### src/shared/pcio_pkg.sv
// package: register map and reset values of the pin change and open-drain block
package pcio_pkg;
   localparam int PCIO_NPINS = 32;
   localparam logic [7:0] PCIO_OFS_IRQ_ENABLE_SET = 8'h40;
   localparam logic [7:0] PCIO_OFS_IRQ_ENABLE_CLEAR = 8'h44;
   localparam logic [7:0] PCIO_OFS_IRQ_MASK_STATUS = 8'h48;
   localparam logic [7:0] PCIO_OFS_PIN_CHANGE_STATUS = 8'h4C;
   localparam logic [7:0] PCIO_OFS_OPEN_DRAIN_SET = 8'h50;
   localparam logic [7:0] PCIO_OFS_OPEN_DRAIN_CLEAR = 8'h54;
   localparam logic [7:0] PCIO_OFS_OPEN_DRAIN_STATUS = 8'h58;
   localparam logic [31:0] PCIO_RST_MASK = 32'h0000_0000;
   localparam logic [31:0] PCIO_RST_CHANGE = 32'h0000_0000;
   localparam logic [31:0] PCIO_RST_OPEN_DRAIN = 32'h0000_0000;
   localparam logic [1:0] PCIO_SYNC_FILL = 2'h3;
endpackage : pcio_pkg

### src/rtl/pcio_core.sv
// pin change detection, change interrupt masking and open-drain driver control
// Summary of operation
// - mask view readable, cleared at reset
// - mask changes only via enable/disable writes
// - a pin edge held for two clocks after the sync chain fills sets its change bit
// - detect on all pins, any ownership/direction
// - reading change status clears it; reset clears
// - change bit sticks until read
// - open-drain set write: ones enable open drain
// - open-drain clear write: ones restore push-pull
// - open-drain view readable, cleared at reset
// - enable write: ones enable change interrupt
// - disable write: ones disable, detection continues
`timescale 1ns/1ns
module pcio_core
   import pcio_pkg::*;
#(
   parameter int NPINS = PCIO_NPINS
) (
   // clock and reset
   input wire logic clk,
   input wire logic reset_n,
   // classic wishbone slave
   input wire logic wb_cyc_i,
   input wire logic wb_stb_i,
   input wire logic wb_we_i,
   input wire logic [7:0] wb_adr_i,
   input wire logic [3:0] wb_sel_i,
   input wire logic [31:0] wb_dat_i,
   output logic [31:0] wb_dat_o,
   output logic wb_ack_o,
   // pins and port unit
   input wire logic [NPINS-1:0] pin_in,
   input wire logic [NPINS-1:0] out_data,
   input wire logic [NPINS-1:0] drive_en,
   output logic [NPINS-1:0] pin_out,
   output logic [NPINS-1:0] pin_oe_n,
   // interrupt request
   output logic irq
);
   typedef struct packed {
      logic [NPINS-1:0] sync1;
      logic [NPINS-1:0] sync2;
      logic [NPINS-1:0] sync3;
      logic [NPINS-1:0] level;
      logic [1:0] fill;
      logic [NPINS-1:0] mask;
      logic [NPINS-1:0] change;
      logic [NPINS-1:0] odrain;
      logic ack;
      logic [31:0] rdata;
   } pcio_state_s;

   pcio_state_s st_q;
   pcio_state_s st_d;

   logic req;
   logic wr;
   logic rd;
   logic [31:0] wmask;
   logic [NPINS-1:0] wbits;
   logic [NPINS-1:0] stable;
   logic [NPINS-1:0] edge_seen;
   logic [NPINS-1:0] level_nxt;
   logic [NPINS-1:0] drv_on;
   logic primed;
   logic hit_ien;
   logic hit_idis;
   logic hit_imask;
   logic hit_change;
   logic hit_odset;
   logic hit_odclr;
   logic hit_odstat;
   logic wr_ien;
   logic wr_idis;
   logic wr_odset;
   logic wr_odclr;
   logic rd_change;

   // request taken in the first cycle of a strobe; ack comes one cycle later
   assign req = wb_cyc_i && wb_stb_i && !st_q.ack;
   // a write lands at the edge where the master samples ack high
   assign wr = wb_cyc_i && wb_stb_i && wb_we_i && st_q.ack;
   assign rd = req && !wb_we_i;

   // one strobe per register; an address outside the map matches none
   assign hit_ien = wb_adr_i == PCIO_OFS_IRQ_ENABLE_SET;
   assign hit_idis = wb_adr_i == PCIO_OFS_IRQ_ENABLE_CLEAR;
   assign hit_imask = wb_adr_i == PCIO_OFS_IRQ_MASK_STATUS;
   assign hit_change = wb_adr_i == PCIO_OFS_PIN_CHANGE_STATUS;
   assign hit_odset = wb_adr_i == PCIO_OFS_OPEN_DRAIN_SET;
   assign hit_odclr = wb_adr_i == PCIO_OFS_OPEN_DRAIN_CLEAR;
   assign hit_odstat = wb_adr_i == PCIO_OFS_OPEN_DRAIN_STATUS;
   assign wr_ien = wr && hit_ien;
   assign wr_idis = wr && hit_idis;
   assign wr_odset = wr && hit_odset;
   assign wr_odclr = wr && hit_odclr;
   assign rd_change = rd && hit_change;

   always_comb begin
      for (int b = 0; b < 4; b++) begin
         wmask[b*8 +: 8] = {8{wb_sel_i[b]}};
      end
   end
   assign wbits = NPINS'(wb_dat_i & wmask);

   // a pin level counts only once the second and third stages agree
   // until the chain has filled after reset the level is only loaded, so a
   // line that idles high reports no change; only an edge before the first pin sample after reset is lost
   assign primed = st_q.fill == PCIO_SYNC_FILL;
   for (genvar p = 0; p < NPINS; p++) begin : g_pin_edge
      assign stable[p] = st_q.sync2[p] == st_q.sync3[p];
      assign edge_seen[p] = primed && stable[p] && (st_q.sync2[p] != st_q.level[p]);
      assign level_nxt[p] = (stable[p] || !primed) ? st_q.sync2[p] : st_q.level[p];
   end

   always_comb begin
      st_d = st_q;
      st_d.sync1 = pin_in;
      st_d.sync2 = st_q.sync1;
      st_d.sync3 = st_q.sync2;
      st_d.level = level_nxt;
      if (!primed) begin
         st_d.fill = st_q.fill + 2'h1;
      end
      st_d.ack = req;
      if (wr_ien) begin
         st_d.mask = st_q.mask | wbits;
      end
      if (wr_idis) begin
         st_d.mask = st_q.mask & ~wbits;
      end
      if (wr_odset) begin
         st_d.odrain = st_q.odrain | wbits;
      end
      if (wr_odclr) begin
         st_d.odrain = st_q.odrain & ~wbits;
      end
      // a read clears the status, but an edge in the same cycle survives
      if (rd_change) begin
         st_d.change = edge_seen;
      end else begin
         st_d.change = st_q.change | edge_seen;
      end
      st_d.rdata = 32'h0000_0000;
      if (rd) begin
         unique case (wb_adr_i)
            PCIO_OFS_IRQ_MASK_STATUS: st_d.rdata = 32'(st_q.mask);
            PCIO_OFS_PIN_CHANGE_STATUS: st_d.rdata = 32'(st_q.change);
            PCIO_OFS_OPEN_DRAIN_STATUS: st_d.rdata = 32'(st_q.odrain);
            default: st_d.rdata = 32'h0000_0000;
         endcase
      end
   end

   always_ff @(posedge clk or negedge reset_n) begin
      if (!reset_n) begin
         st_q <= '0;
         st_q.mask <= NPINS'(PCIO_RST_MASK);
         st_q.change <= NPINS'(PCIO_RST_CHANGE);
         st_q.odrain <= NPINS'(PCIO_RST_OPEN_DRAIN);
      end else begin
         st_q <= st_d;
      end
   end

   assign wb_ack_o = st_q.ack;
   assign wb_dat_o = st_q.rdata;
   assign irq = |(st_q.change & st_q.mask);

   // push-pull drives both levels; open drain drives only a zero and leaves
   // a one to the pull-up, so an outside driver may share the line
   for (genvar p = 0; p < NPINS; p++) begin : g_pin_drive
      assign drv_on[p] = drive_en[p] && !(st_q.odrain[p] && out_data[p]);
      assign pin_out[p] = out_data[p] && !st_q.odrain[p];
      assign pin_oe_n[p] = !drv_on[p];
   end

   // bus side
   a_ack_follows: assert property (@(posedge clk) disable iff (!reset_n)
      req |=> wb_ack_o)
      else $error("request not answered in the next cycle");

   a_ack_pulse: assert property (@(posedge clk) disable iff (!reset_n)
      wb_ack_o |=> !wb_ack_o)
      else $error("ack stood longer than one cycle");

   a_ack_needs_req: assert property (@(posedge clk) disable iff (!reset_n)
      wb_ack_o |-> $past(wb_cyc_i && wb_stb_i))
      else $error("ack without a request");

   a_dat_idle: assert property (@(posedge clk) disable iff (!reset_n)
      !wb_ack_o |-> wb_dat_o == 32'h0000_0000)
      else $error("read data outside the ack cycle");

   a_unmapped_read: assert property (@(posedge clk) disable iff (!reset_n)
      rd && !(hit_imask || hit_change || hit_odstat) |=> wb_dat_o == 32'h0000_0000)
      else $error("unmapped read returned data");

   a_wr_once: assert property (@(posedge clk) disable iff (!reset_n)
      wr |=> !wr)
      else $error("one write landed twice");

   a_rd_once: assert property (@(posedge clk) disable iff (!reset_n)
      rd |=> !rd)
      else $error("one read taken twice");

   // interrupt mask
   a_mask_hold: assert property (@(posedge clk) disable iff (!reset_n)
      !($past(wr) && ($past(wb_adr_i) == PCIO_OFS_IRQ_ENABLE_SET ||
        $past(wb_adr_i) == PCIO_OFS_IRQ_ENABLE_CLEAR)) |-> $stable(st_q.mask))
      else $error("mask changed without enable or disable write");

   a_mask_set: assert property (@(posedge clk) disable iff (!reset_n)
      wr_ien |=> (st_q.mask & $past(wbits)) == $past(wbits))
      else $error("enable write did not set mask");

   a_mask_keep_set: assert property (@(posedge clk) disable iff (!reset_n)
      wr_ien |=> (st_q.mask & ~$past(wbits)) == ($past(st_q.mask) & ~$past(wbits)))
      else $error("enable write touched a zero bit");

   a_mask_clear: assert property (@(posedge clk) disable iff (!reset_n)
      wr_idis |=> (st_q.mask & $past(wbits)) == '0)
      else $error("disable write did not clear mask");

   a_mask_keep_clear: assert property (@(posedge clk) disable iff (!reset_n)
      wr_idis |=> (st_q.mask & ~$past(wbits)) == ($past(st_q.mask) & ~$past(wbits)))
      else $error("disable write touched a zero bit");

   a_mask_read: assert property (@(posedge clk) disable iff (!reset_n)
      rd && hit_imask |=> wb_dat_o == 32'($past(st_q.mask)))
      else $error("mask read wrong");

   // change detection
   a_sync_chain: assert property (@(posedge clk) disable iff (!reset_n)
      st_q.sync2 == $past(st_q.sync1) && st_q.sync3 == $past(st_q.sync2))
      else $error("pin synchroniser skipped a stage");

   a_no_early_edge: assert property (@(posedge clk) disable iff (!reset_n)
      !primed |-> edge_seen == '0)
      else $error("change reported before the chain filled");

   a_change_edge: assert property (@(posedge clk) disable iff (!reset_n)
      |edge_seen |=> (st_q.change & $past(edge_seen)) == $past(edge_seen))
      else $error("edge not recorded");

   a_change_sticky: assert property (@(posedge clk) disable iff (!reset_n)
      !rd_change |=>
      (st_q.change & $past(st_q.change)) == $past(st_q.change))
      else $error("change bit lost without read");

   a_read_clear: assert property (@(posedge clk) disable iff (!reset_n)
      rd_change |=>
      st_q.change == $past(edge_seen) && wb_dat_o == 32'($past(st_q.change)))
      else $error("status read did not return and clear");

   a_change_clr_read: assert property (@(posedge clk) disable iff (!reset_n)
      (~st_q.change & $past(st_q.change)) != '0 |-> $past(rd_change))
      else $error("change bit cleared without a read");

   a_irq_level: assert property (@(posedge clk) disable iff (!reset_n)
      irq == |(st_q.change & st_q.mask))
      else $error("irq does not follow masked change bits");

   // open drain
   a_od_set: assert property (@(posedge clk) disable iff (!reset_n)
      wr_odset |=> (st_q.odrain & $past(wbits)) == $past(wbits))
      else $error("open drain set failed");

   a_od_keep_set: assert property (@(posedge clk) disable iff (!reset_n)
      wr_odset |=> (st_q.odrain & ~$past(wbits)) == ($past(st_q.odrain) & ~$past(wbits)))
      else $error("open drain set touched a zero bit");

   a_od_clear: assert property (@(posedge clk) disable iff (!reset_n)
      wr_odclr |=> (st_q.odrain & $past(wbits)) == '0)
      else $error("open drain clear failed");

   a_od_keep_clear: assert property (@(posedge clk) disable iff (!reset_n)
      wr_odclr |=> (st_q.odrain & ~$past(wbits)) == ($past(st_q.odrain) & ~$past(wbits)))
      else $error("open drain clear touched a zero bit");

   a_od_hold: assert property (@(posedge clk) disable iff (!reset_n)
      !$past(wr_odset || wr_odclr) |-> $stable(st_q.odrain))
      else $error("open drain changed without a write");

   a_od_read: assert property (@(posedge clk) disable iff (!reset_n)
      rd && hit_odstat |=> wb_dat_o == 32'($past(st_q.odrain)))
      else $error("open drain read wrong");

   a_od_release: assert property (@(posedge clk) disable iff (!reset_n)
      ((st_q.odrain & out_data) & ~pin_oe_n) == '0)
      else $error("open drain drove a one");

   a_od_pushpull: assert property (@(posedge clk) disable iff (!reset_n)
      ((drive_en & ~st_q.odrain) & (pin_oe_n | (pin_out ^ out_data))) == '0)
      else $error("push-pull line not driven with its data");

   a_od_zero_drive: assert property (@(posedge clk) disable iff (!reset_n)
      ((drive_en & st_q.odrain & ~out_data) & (pin_oe_n | pin_out)) == '0)
      else $error("open drain did not pull a zero");

   a_no_drive_off: assert property (@(posedge clk) disable iff (!reset_n)
      (~drive_en & ~pin_oe_n) == '0)
      else $error("line driven without a drive request");
endmodule : pcio_core

### config.mk
export PLATFORM = sky130hd
export DESIGN_NAME = pcio_core
export DESIGN_NICKNAME = d
export VERILOG_FILES = /design/src/shared/pcio_pkg.sv /design/src/rtl/pcio_core.sv
export SDC_FILE = /design/constraint.sdc
export NUM_CORES = 1
export LEC_CHECK = 0
export ABC_AREA = 1
export BUFFER_PORTS_ARGS = -buffer_cell sky130_fd_sc_hd__buf_4
export CAP_MARGIN = 40
export CELL_PAD_IN_SITES_DETAIL_PLACEMENT = 0
export CELL_PAD_IN_SITES_GLOBAL_PLACEMENT = 1
export CORE_UTILIZATION = 41
export CTS_CLUSTER_SIZE = 40
export DETAILED_ROUTE_END_ITERATION = 10
export PLACE_DENSITY_LB_ADDON = 0.1
export REMOVE_ABC_BUFFERS = 1
export SYNTH_ARGS = -nofsm -noshare
export SYNTH_HDL_FRONTEND = slang
export SYNTH_SLANG_ARGS = --single-unit
### constraint.sdc
create_clock -name clk -period 1.9 [get_ports clk]
set_input_delay 0.38 -clock clk [delete_from_list [all_inputs] [get_ports clk]]
set_output_delay 0.38 -clock clk [all_outputs]
set_load 0.05 [all_outputs]
== Yosys cells after proc, flatten, opt, wreduce, memory -nomap -nowiden ==
Cells that the tools add are included.

* Flip-flop bits (word level): 259
* Input bits: 145
* Output and inout port bits: 98
* Logic and storage cells: 433

* $add $sub $neg: 1
* Eq/ne operators: 72
* Mux-type cells: 7
* Bitwise gates (word level): 8
* Reductions and logical operators: 304

{| class="wikitable"
|+ Operator list
! operator !! count
|-
| $mux 32 || 6
|-
| $logic_and 1x1->1 || 170
|-
| $and 32x32->32 || 4
|-
| $logic_not 1->1 || 99
|-
| $or 32x32->32 || 3
|-
| $pmux 32 s3 || 1
|-
| $eq 8x7->1 const B || 7
|-
| $eq 1x1->1 || 32
|-
| $logic_or 1x1->1 || 32
|-
| $ne 1x1->1 || 32
|-
| $not 32->32 || 1
|-
| $reduce_or 32->1 || 1
|-
| $reduce_bool 2->1 || 2
|-
| $add 2x1->2 const B || 1
|-
| $eq 2x2->1 const B || 1
|}

== Depth between registers and ports, before layout ==
Gate-level depths: netlist of run 1.

* Word-level depth: 6
* Depth in mapped cells: 10

== Worst setup path before layout of run 1 ==
Ideal clock, no wire load.

* Path kind: input port to output port
* Start: input out_data[31]
* End: output pin_oe_n[31]
* Data arrival time: 1.509 ns
* Data required time: 1.520 ns
* Setup slack: 0.011 ns
* Stages: 2
* Path buffers: 0
* Cells stage by stage: inv_1 -> o21ai_0

* Word-level cells in the longest chain between the ends: 4

{| class="wikitable"
|+ Ends and longest elaborated chain
! item !! RTL line !! source
|-
| from (decl) || pcio_core.sv:34 || <nowiki>input wire logic [NPINS-1:0] out_data,</nowiki>
|-
| $logic_and 1x1->1 || pcio_core.sv:174 || <nowiki>assign drv_on[p] = drive_en[p] && !(st_q.odrain[p] && out_data[p]);</nowiki>
|-
| $logic_not 1->1 || pcio_core.sv:174 ||
|-
| $logic_and 1x1->1 || pcio_core.sv:174 ||
|-
| $logic_not 1->1 || pcio_core.sv:176 || <nowiki>assign pin_oe_n[p] = !drv_on[p];</nowiki>
|-
| to (decl) || pcio_core.sv:37 || <nowiki>output logic [NPINS-1:0] pin_oe_n,</nowiki>
|}

Every way passes these cells.

==> flow_metrics.env, run 1 <==
export IMPL_status="finished, violations left"
export IMPL_violations="negative setup slack"
export IMPL_finalSetupTns_ps=-184
export IMPL_die_area_um2=29900
export IMPL_fin_hold_ws_ps=80.0
export IMPL_critical_path_slowest_cell="dfrtp_1"
export IMPL_synth_edf_count=0
export IMPL_drt_initial_drc_count=798
export IMPL_root_buffer="clkbuf_16"
export IMPL_dr_total_vias=10200
export IMPL_first_global_vias=9531
export IMPL_async_reset_ff_frac=1.00
export IMPL_critPathMaxFanout=3
export IMPL_critPathArrivalTime_ps=1700
export IMPL_fin_nets=1849
export IMPL_numCtsBuffers=29
export IMPL_diodes=0
export IMPL_portBuffers=242
export IMPL_yosysSeqAreaShare=0.541
export IMPL_clock_latency_ps=540
export IMPL_p_per_area_nw_per_um2=805
export IMPL_netlist_area_um2=12000
export IMPL_period_minus_slack_ps=2080
export IMPL_synth_xor_area_frac=0.0241
export IMPL_grt_overflow=0
export IMPL_synth_top_area_frac=0.541
export IMPL_drt_first_pass_iters=5
export IMPL_start_kind="register"
export IMPL_drive_above_1_share=0.206
export IMPL_setup_slack_ps=-184
export IMPL_grt_max_degree=65
export IMPL_core_area_um2=28700
export IMPL_htreeDepth=1
export IMPL_cts_sinks=259
export IMPL_hpwlAfterDp_um=21900
export IMPL_final_area_um2=15600
export IMPL_clockBufferDepth=3
export IMPL_worst_pin_slew_ps=408
export IMPL_wirelength_um=32500
export IMPL_wl_per_cell_um=15.5
export IMPL_cp_end_kind="output port"
export IMPL_ios=243
export IMPL_slew_headroom=0.728
export IMPL_worstPathBufferInverterCount=1
export IMPL_yosysWarnings=0
export IMPL_leakage_nw=8.11
export IMPL_cap_violations=0
export IMPL_crit_chain="nand2_1 > o21ai_1 > a21oi_2 > nand3_2 > nor2_2 > nand2_1 > buf_6"
export IMPL_antenna_left=0
export IMPL_antenna_found_initial=0
export IMPL_die_y_um=173
export IMPL_grt_use_total=0.220
export IMPL_rsz0062_at_grt="yes"
export IMPL_clk_pin_slew_worst_paths_ps=60
export IMPL_cp_top_family="flip-flops"
export IMPL_grt_pass1_wl_um=52300
export IMPL_cts_tree="yes"
export IMPL_avgSynthCellArea_um2=8.26
export IMPL_ys_flop_type="dfrtp_1"
export IMPL_avgViaCountPerCell=4.84
export IMPL_chipWidth_um=173
export IMPL_synthSimpleGateAreaFrac=0.231
export IMPL_area_growth_pct=30.0
export IMPL_finalPower_mw=12.5
export IMPL_rows=62
export IMPL_postPlaceCellArea_um2=14200
export IMPL_yosysMostFrequentCell="nand2_1"
export IMPL_skew_ps=9.16
export IMPL_synth_compound_area_share=0.0898
export IMPL_cpPeakStageDelay_ps=410
export IMPL_synthMuxAreaShare=0
export IMPL_synth_area_leaders="dfrtp_1 54%, nand2_1 10%, nand3_1 8.2%, inv_1 6.5%, o21ai_0 5.7%"
export IMPL_ys_types=24
export IMPL_synth_largest_area_cell="dfrtp_1"
export IMPL_hold_viol=0
export IMPL_path_common_cell="nand2_1"
export IMPL_synth_cells=1449
export IMPL_start_util=0.417
export IMPL_n_fill_cell=2777
export IMPL_place_congestion=0.821
export IMPL_synth_top_family_by_area="simple AND/OR/NAND/NOR gates"
export IMPL_drv_slew=0
export IMPL_setup_viol=1
export IMPL_hold_path_class="in2reg"
export IMPL_synthTopCellsByCount="327 x nand2_1, 259 x dfrtp_1, 206 x inv_1"
export IMPL_min_period_over_period=1.10
export IMPL_fmax_mhz=480
export IMPL_drc=0
export IMPL_crit_type="reg2out"
export IMPL_ir_drop_mv=0.738
export IMPL_synth_adder_area_share=0.00105
export IMPL_required_ps=1520
export IMPL_synth_seq_cells=259
-- per-layer routing --
metal	track usage	vias up	part of all wire
li1	-	5073	-
met1	0.326	4780	0.48
met2	0.342	294	0.45
met3	0.0310	41	0.057
met4	0.0483	0	0.017
met5	0	-	0
-- area by class of cell --
class | instances | area [um2] | share of cell area
timing repair buffer | 319 | 2670 | 0.171
sequential | 259 | 6480 | 0.417
tap | 384 | 480 | 0.0309
clock inverter | 11 | 135 | 0.00868
clock buffer | 38 | 800 | 0.0514
inverter | 218 | 818 | 0.0526
multi-input combinational | 876 | 4180 | 0.268
-- what timing repair did --
| item | in CTS | in global routing |
|---|---|---|
| hold buffers | 33 | 0 |
| endpoints found under the setup margin | 2 | 6 |
| gates resized for setup | 6 | 4 |
| buffers inserted | 1 | 7 |
| endpoints found under the hold margin | 64 | 0 |
-- through the flow --
step                std cells  worst slack, ps   util
CTS                      2098             -247  0.540
global route             2105             -301  0.542
global placement         2015              221  0.495
finish                   2105             -184  0.542
detailed placement       2015              211  0.495
floorplan                1353            -1080      -
-- cells by family (layout without fill, tap and decap cells) --
logic type,Yosys count,after routing
and+or+nand+nor,640,640
buffers and inverters,314,586
DFF,259,259
AOI/OAI and AO/OA,202,202
xor gates and xnor gates,33,33
adders and majority gates,1,1
-- report_power, final --
part	internal [mW]	switching [mW]	total [mW]
clock network	3.33	2.17	5.50
logic	0.501	0.687	1.19
registers	5.70	0.135	5.84
-- worst register-to-register path: cells and delay by family (launching register included) --
kind | cells | cell delay, ps
simple gates | 4 | 610
flops | 1 | 380
buf+inv | 2 | 330
-- worst paths after layout --
kind / startpoint / to / slack [ps] / cells after the start
setup reg to reg: wb_ack_o / register / 470 / 6
hold / removal: wb_stb_i / wb_ack_o / 80 / 3
setup / recovery: register / irq / -180 / 7
min in group asynchronous: reset_n / async pin / 330 / 2
max in group asynchronous: reset_n / st_d[217] / 900 / 3
hold reg to reg: st_d[199] / st_d[167] / 340 / 0
-- cells in the final DEF (no fill, tap or decap), drive strengths merged --
cell type and instances:
nand4 33, nand2 327, nand3 195, o21bai 20, dfrtp 259, a21oi 33, xnor2 32, nor3 2
buf 286, ha 1, o211ai 1, xor2 1, dlygate4sd3 33, o21ai 148, clkinv 6, inv 218
nor2 83, clkinvlp 2, clkbuf 38, bufinv 3
Power figures use the tool's default switching activity.
==> inputs of run 2 (changes only) <==
==> constraint.sdc (replaced) <==
create_clock -name clk -period 2.2 [get_ports clk]
set_input_delay 0.33 -clock clk [delete_from_list [all_inputs] [get_ports clk]]
set_output_delay 0.33 -clock clk [all_outputs]
set_load 0.05 [all_outputs]
==> run 2 against run 1 <==
  * First-iteration DRC count down 19%
  * Final area up 0.30%
  * Sequential cell count unchanged
  * Utilization up 0.16 points
  * Register-to-register slack better by 170 ps
  * Sequential share of layout area down 0.12 points
  * Critical path type unchanged
  * Die area unchanged
  * Global-route usage down 0.070 points
  * The run now ends clean
  * Cell count down 0.52%
  * Highest routed layer unchanged
  * Via count down 0.71%
  * Clock-buffer cell count down 5
==> flow_metrics.env, run 2 (same netlist as run 1, synthesis figures left out) <==
export IMPL_hold_viol=0
export IMPL_start_kind="register"
export IMPL_switchingPower_mw=2.71
export IMPL_wirelength_um=32200
export IMPL_crit_type="reg2out"
export IMPL_area_growth_pct=30.4
export IMPL_cp_end_kind="output port"
export IMPL_p_comb_frac=0.086
export IMPL_final_seq_area_um2=6480
export IMPL_final_area_um2=15600
export IMPL_drc=0
export IMPL_start_util=0.417
export IMPL_clock_latency_ps=540
export IMPL_leakage_nw=8.12
export IMPL_die_area_um2=29900
export IMPL_grt_pass1_wl_um=52500
export IMPL_drt_first_pass_iters=5
export IMPL_critical_path_slowest_cell="dfrtp_1"
export IMPL_clockBufferDepth=3
export IMPL_first_global_vias=9809
export IMPL_diodes=0
export IMPL_required_ps=1870
export IMPL_pwr_share_clk=0.488
export IMPL_setup_viol=0
export IMPL_busiest_layer="met2"
export IMPL_grt_overflow=0
export IMPL_worst_pin_slew_ps=511
export IMPL_fmax_mhz=489
export IMPL_rsz0062_at_grt="no"
export IMPL_n_fill_cell=2735
export IMPL_cts_tree="yes"
export IMPL_root_buffer="clkbuf_16"
export IMPL_htreeDepth=1
export IMPL_cts_sinks=259
export IMPL_min_period_over_period=0.930
export IMPL_path_common_cell="nand2_1"
export IMPL_hpwlAfterDp_um=21800
export IMPL_ir_drop_mv=0.599
export IMPL_chipWidth_um=173
export IMPL_clk_pin_slew_worst_paths_ps=60
export IMPL_skew_ps=6.35
export IMPL_grtUsageMet1=0.319
export IMPL_core_area_um2=28700
export IMPL_fin_nets=1834
export IMPL_drive_above_1_share=0.201
export IMPL_hold_path_class="in2reg"
export IMPL_layout_commonest_cell="nand2_1"
export IMPL_critPathArrivalTime_ps=1720
export IMPL_die_y_um=173
export IMPL_cap_violations=0
export IMPL_critPathMaxFanout=3
export IMPL_finalSetupTns_ps=0
export IMPL_grtUsageMet2=0.351
export IMPL_grt_max_degree=64
export IMPL_grt_use_met3=0.0290
export IMPL_antenna_left=0
export IMPL_drv_slew=0
export IMPL_final_cell_mix="327 x nand2_1, 259 x dfrtp_1, 259 x buf_4, 206 x inv_1, 195 x nand3_1"
export IMPL_p_per_area_nw_per_um2=758
export IMPL_dr_total_vias=10100
export IMPL_portBuffers=242
export IMPL_wl_per_cell_um=15.4
export IMPL_crit_chain="nand2_1 > o21ai_0 > a21oi_1 > nand3_1 > nor2_2 > nand2_1 > buf_4"
export IMPL_numCtsBuffers=29
export IMPL_cpPeakStageDelay_ps=420
export IMPL_p_sw_frac=0.229
export IMPL_drt_initial_drc_count=645
export IMPL_grt_use_total=0.219
export IMPL_p_int_mw=9.12
export IMPL_period_minus_slack_ps=2050
export IMPL_place_congestion=0.820
export IMPL_avgViaCountPerCell=4.83
export IMPL_slew_headroom=0.660
export IMPL_p_seq_frac=0.426
export IMPL_multi_input_area_um2=4170
export IMPL_status="completed"
export IMPL_rows=62
export IMPL_postPlaceCellArea_um2=14100
export IMPL_antenna_found_initial=0
export IMPL_ios=243
run 2: cell types whose count changed in the layout (fill, tap and decap cells not counted), sizes merged:
cell,change
bufinv,+8
clkinv,-2
buf,-15
clkinvlp,+1
inv,+2
clkbuf,-5
run 2: cell type report:
type | count | area share
clock buffer | 33 | 0.0487
multi-input combinational | 876 | 0.267
clock inverter | 20 | 0.0250
timing repair buffer | 304 | 0.161
inverter | 218 | 0.0524
tap | 384 | 0.0308
sequential | 259 | 0.415
run 2: through the flow:
stage / worst slack [ps] / power (mW) / utilization / cells / hold WS (ps)
finish: 153 / 11.8 / 0.544 / 2094 / 39.1
global route: 0.172 / 12.3 / 0.544 / 2094 / 45.2
CTS: 69.4 / 12.0 / 0.544 / 2094 / 15.5
detailed placement: 470 / 6.11 / 0.492 / 2008 / 311
global placement: 519 / 6.09 / 0.492 / 2008 / 315
floorplan: -732 / 5.56 / - / 1353 / 34.4
run 2: path summary, 6_finish.rpt:
path | from | to | slack (ps) | cells past startpoint
min reg2reg | st_d[210] | st_d[178] | 340 | 0
max | register | irq | 150 | 7
min in group asynchronous | reset_n | wb_dat_o[6] | 330 | 2
max reg2reg | st_q[129] | st_q[79] | 640 | 6
min | wb_stb_i | wb_ack_o | 40 | 3
max in group asynchronous | reset_n | st_q[140] | 1110 | 3
run 2: per-layer routing:
layer	routed length, um	vias up
met4	529	0
li1	-	5046
met3	1810	44
met2	14400	301
met1	15400	4725
met5	0	-
run 2: power groups by stage:
stage | clock (mW) | combinational, mW | sequential, mW
final | 5.78 | 1.01 | 5.04
after floorplan | 0 | 0.456 | 5.10
after CTS | 5.90 | 1.03 | 5.04
after global routing | 6.10 | 1.13 | 5.06
after detailed placement | 0 | 0.979 | 5.13
after global placement | 0 | 0.967 | 5.12
run 2: critical path, delay by kind of cell, from the launching register on:
kind / cells / cell delay (ps)
flip-flops: 1 / 420
AO/OA/AOI/OAI: 2 / 220
AND/OR/NAND/NOR: 4 / 360
buffers and inverters: 1 / 190
run 2: timing repair:
item	CTS	global route
endpoints found under the hold margin	83	0
resized for setup	0	1
hold buffers	33	0
endpoints found under the setup margin	0	1
setup buffers	0	0
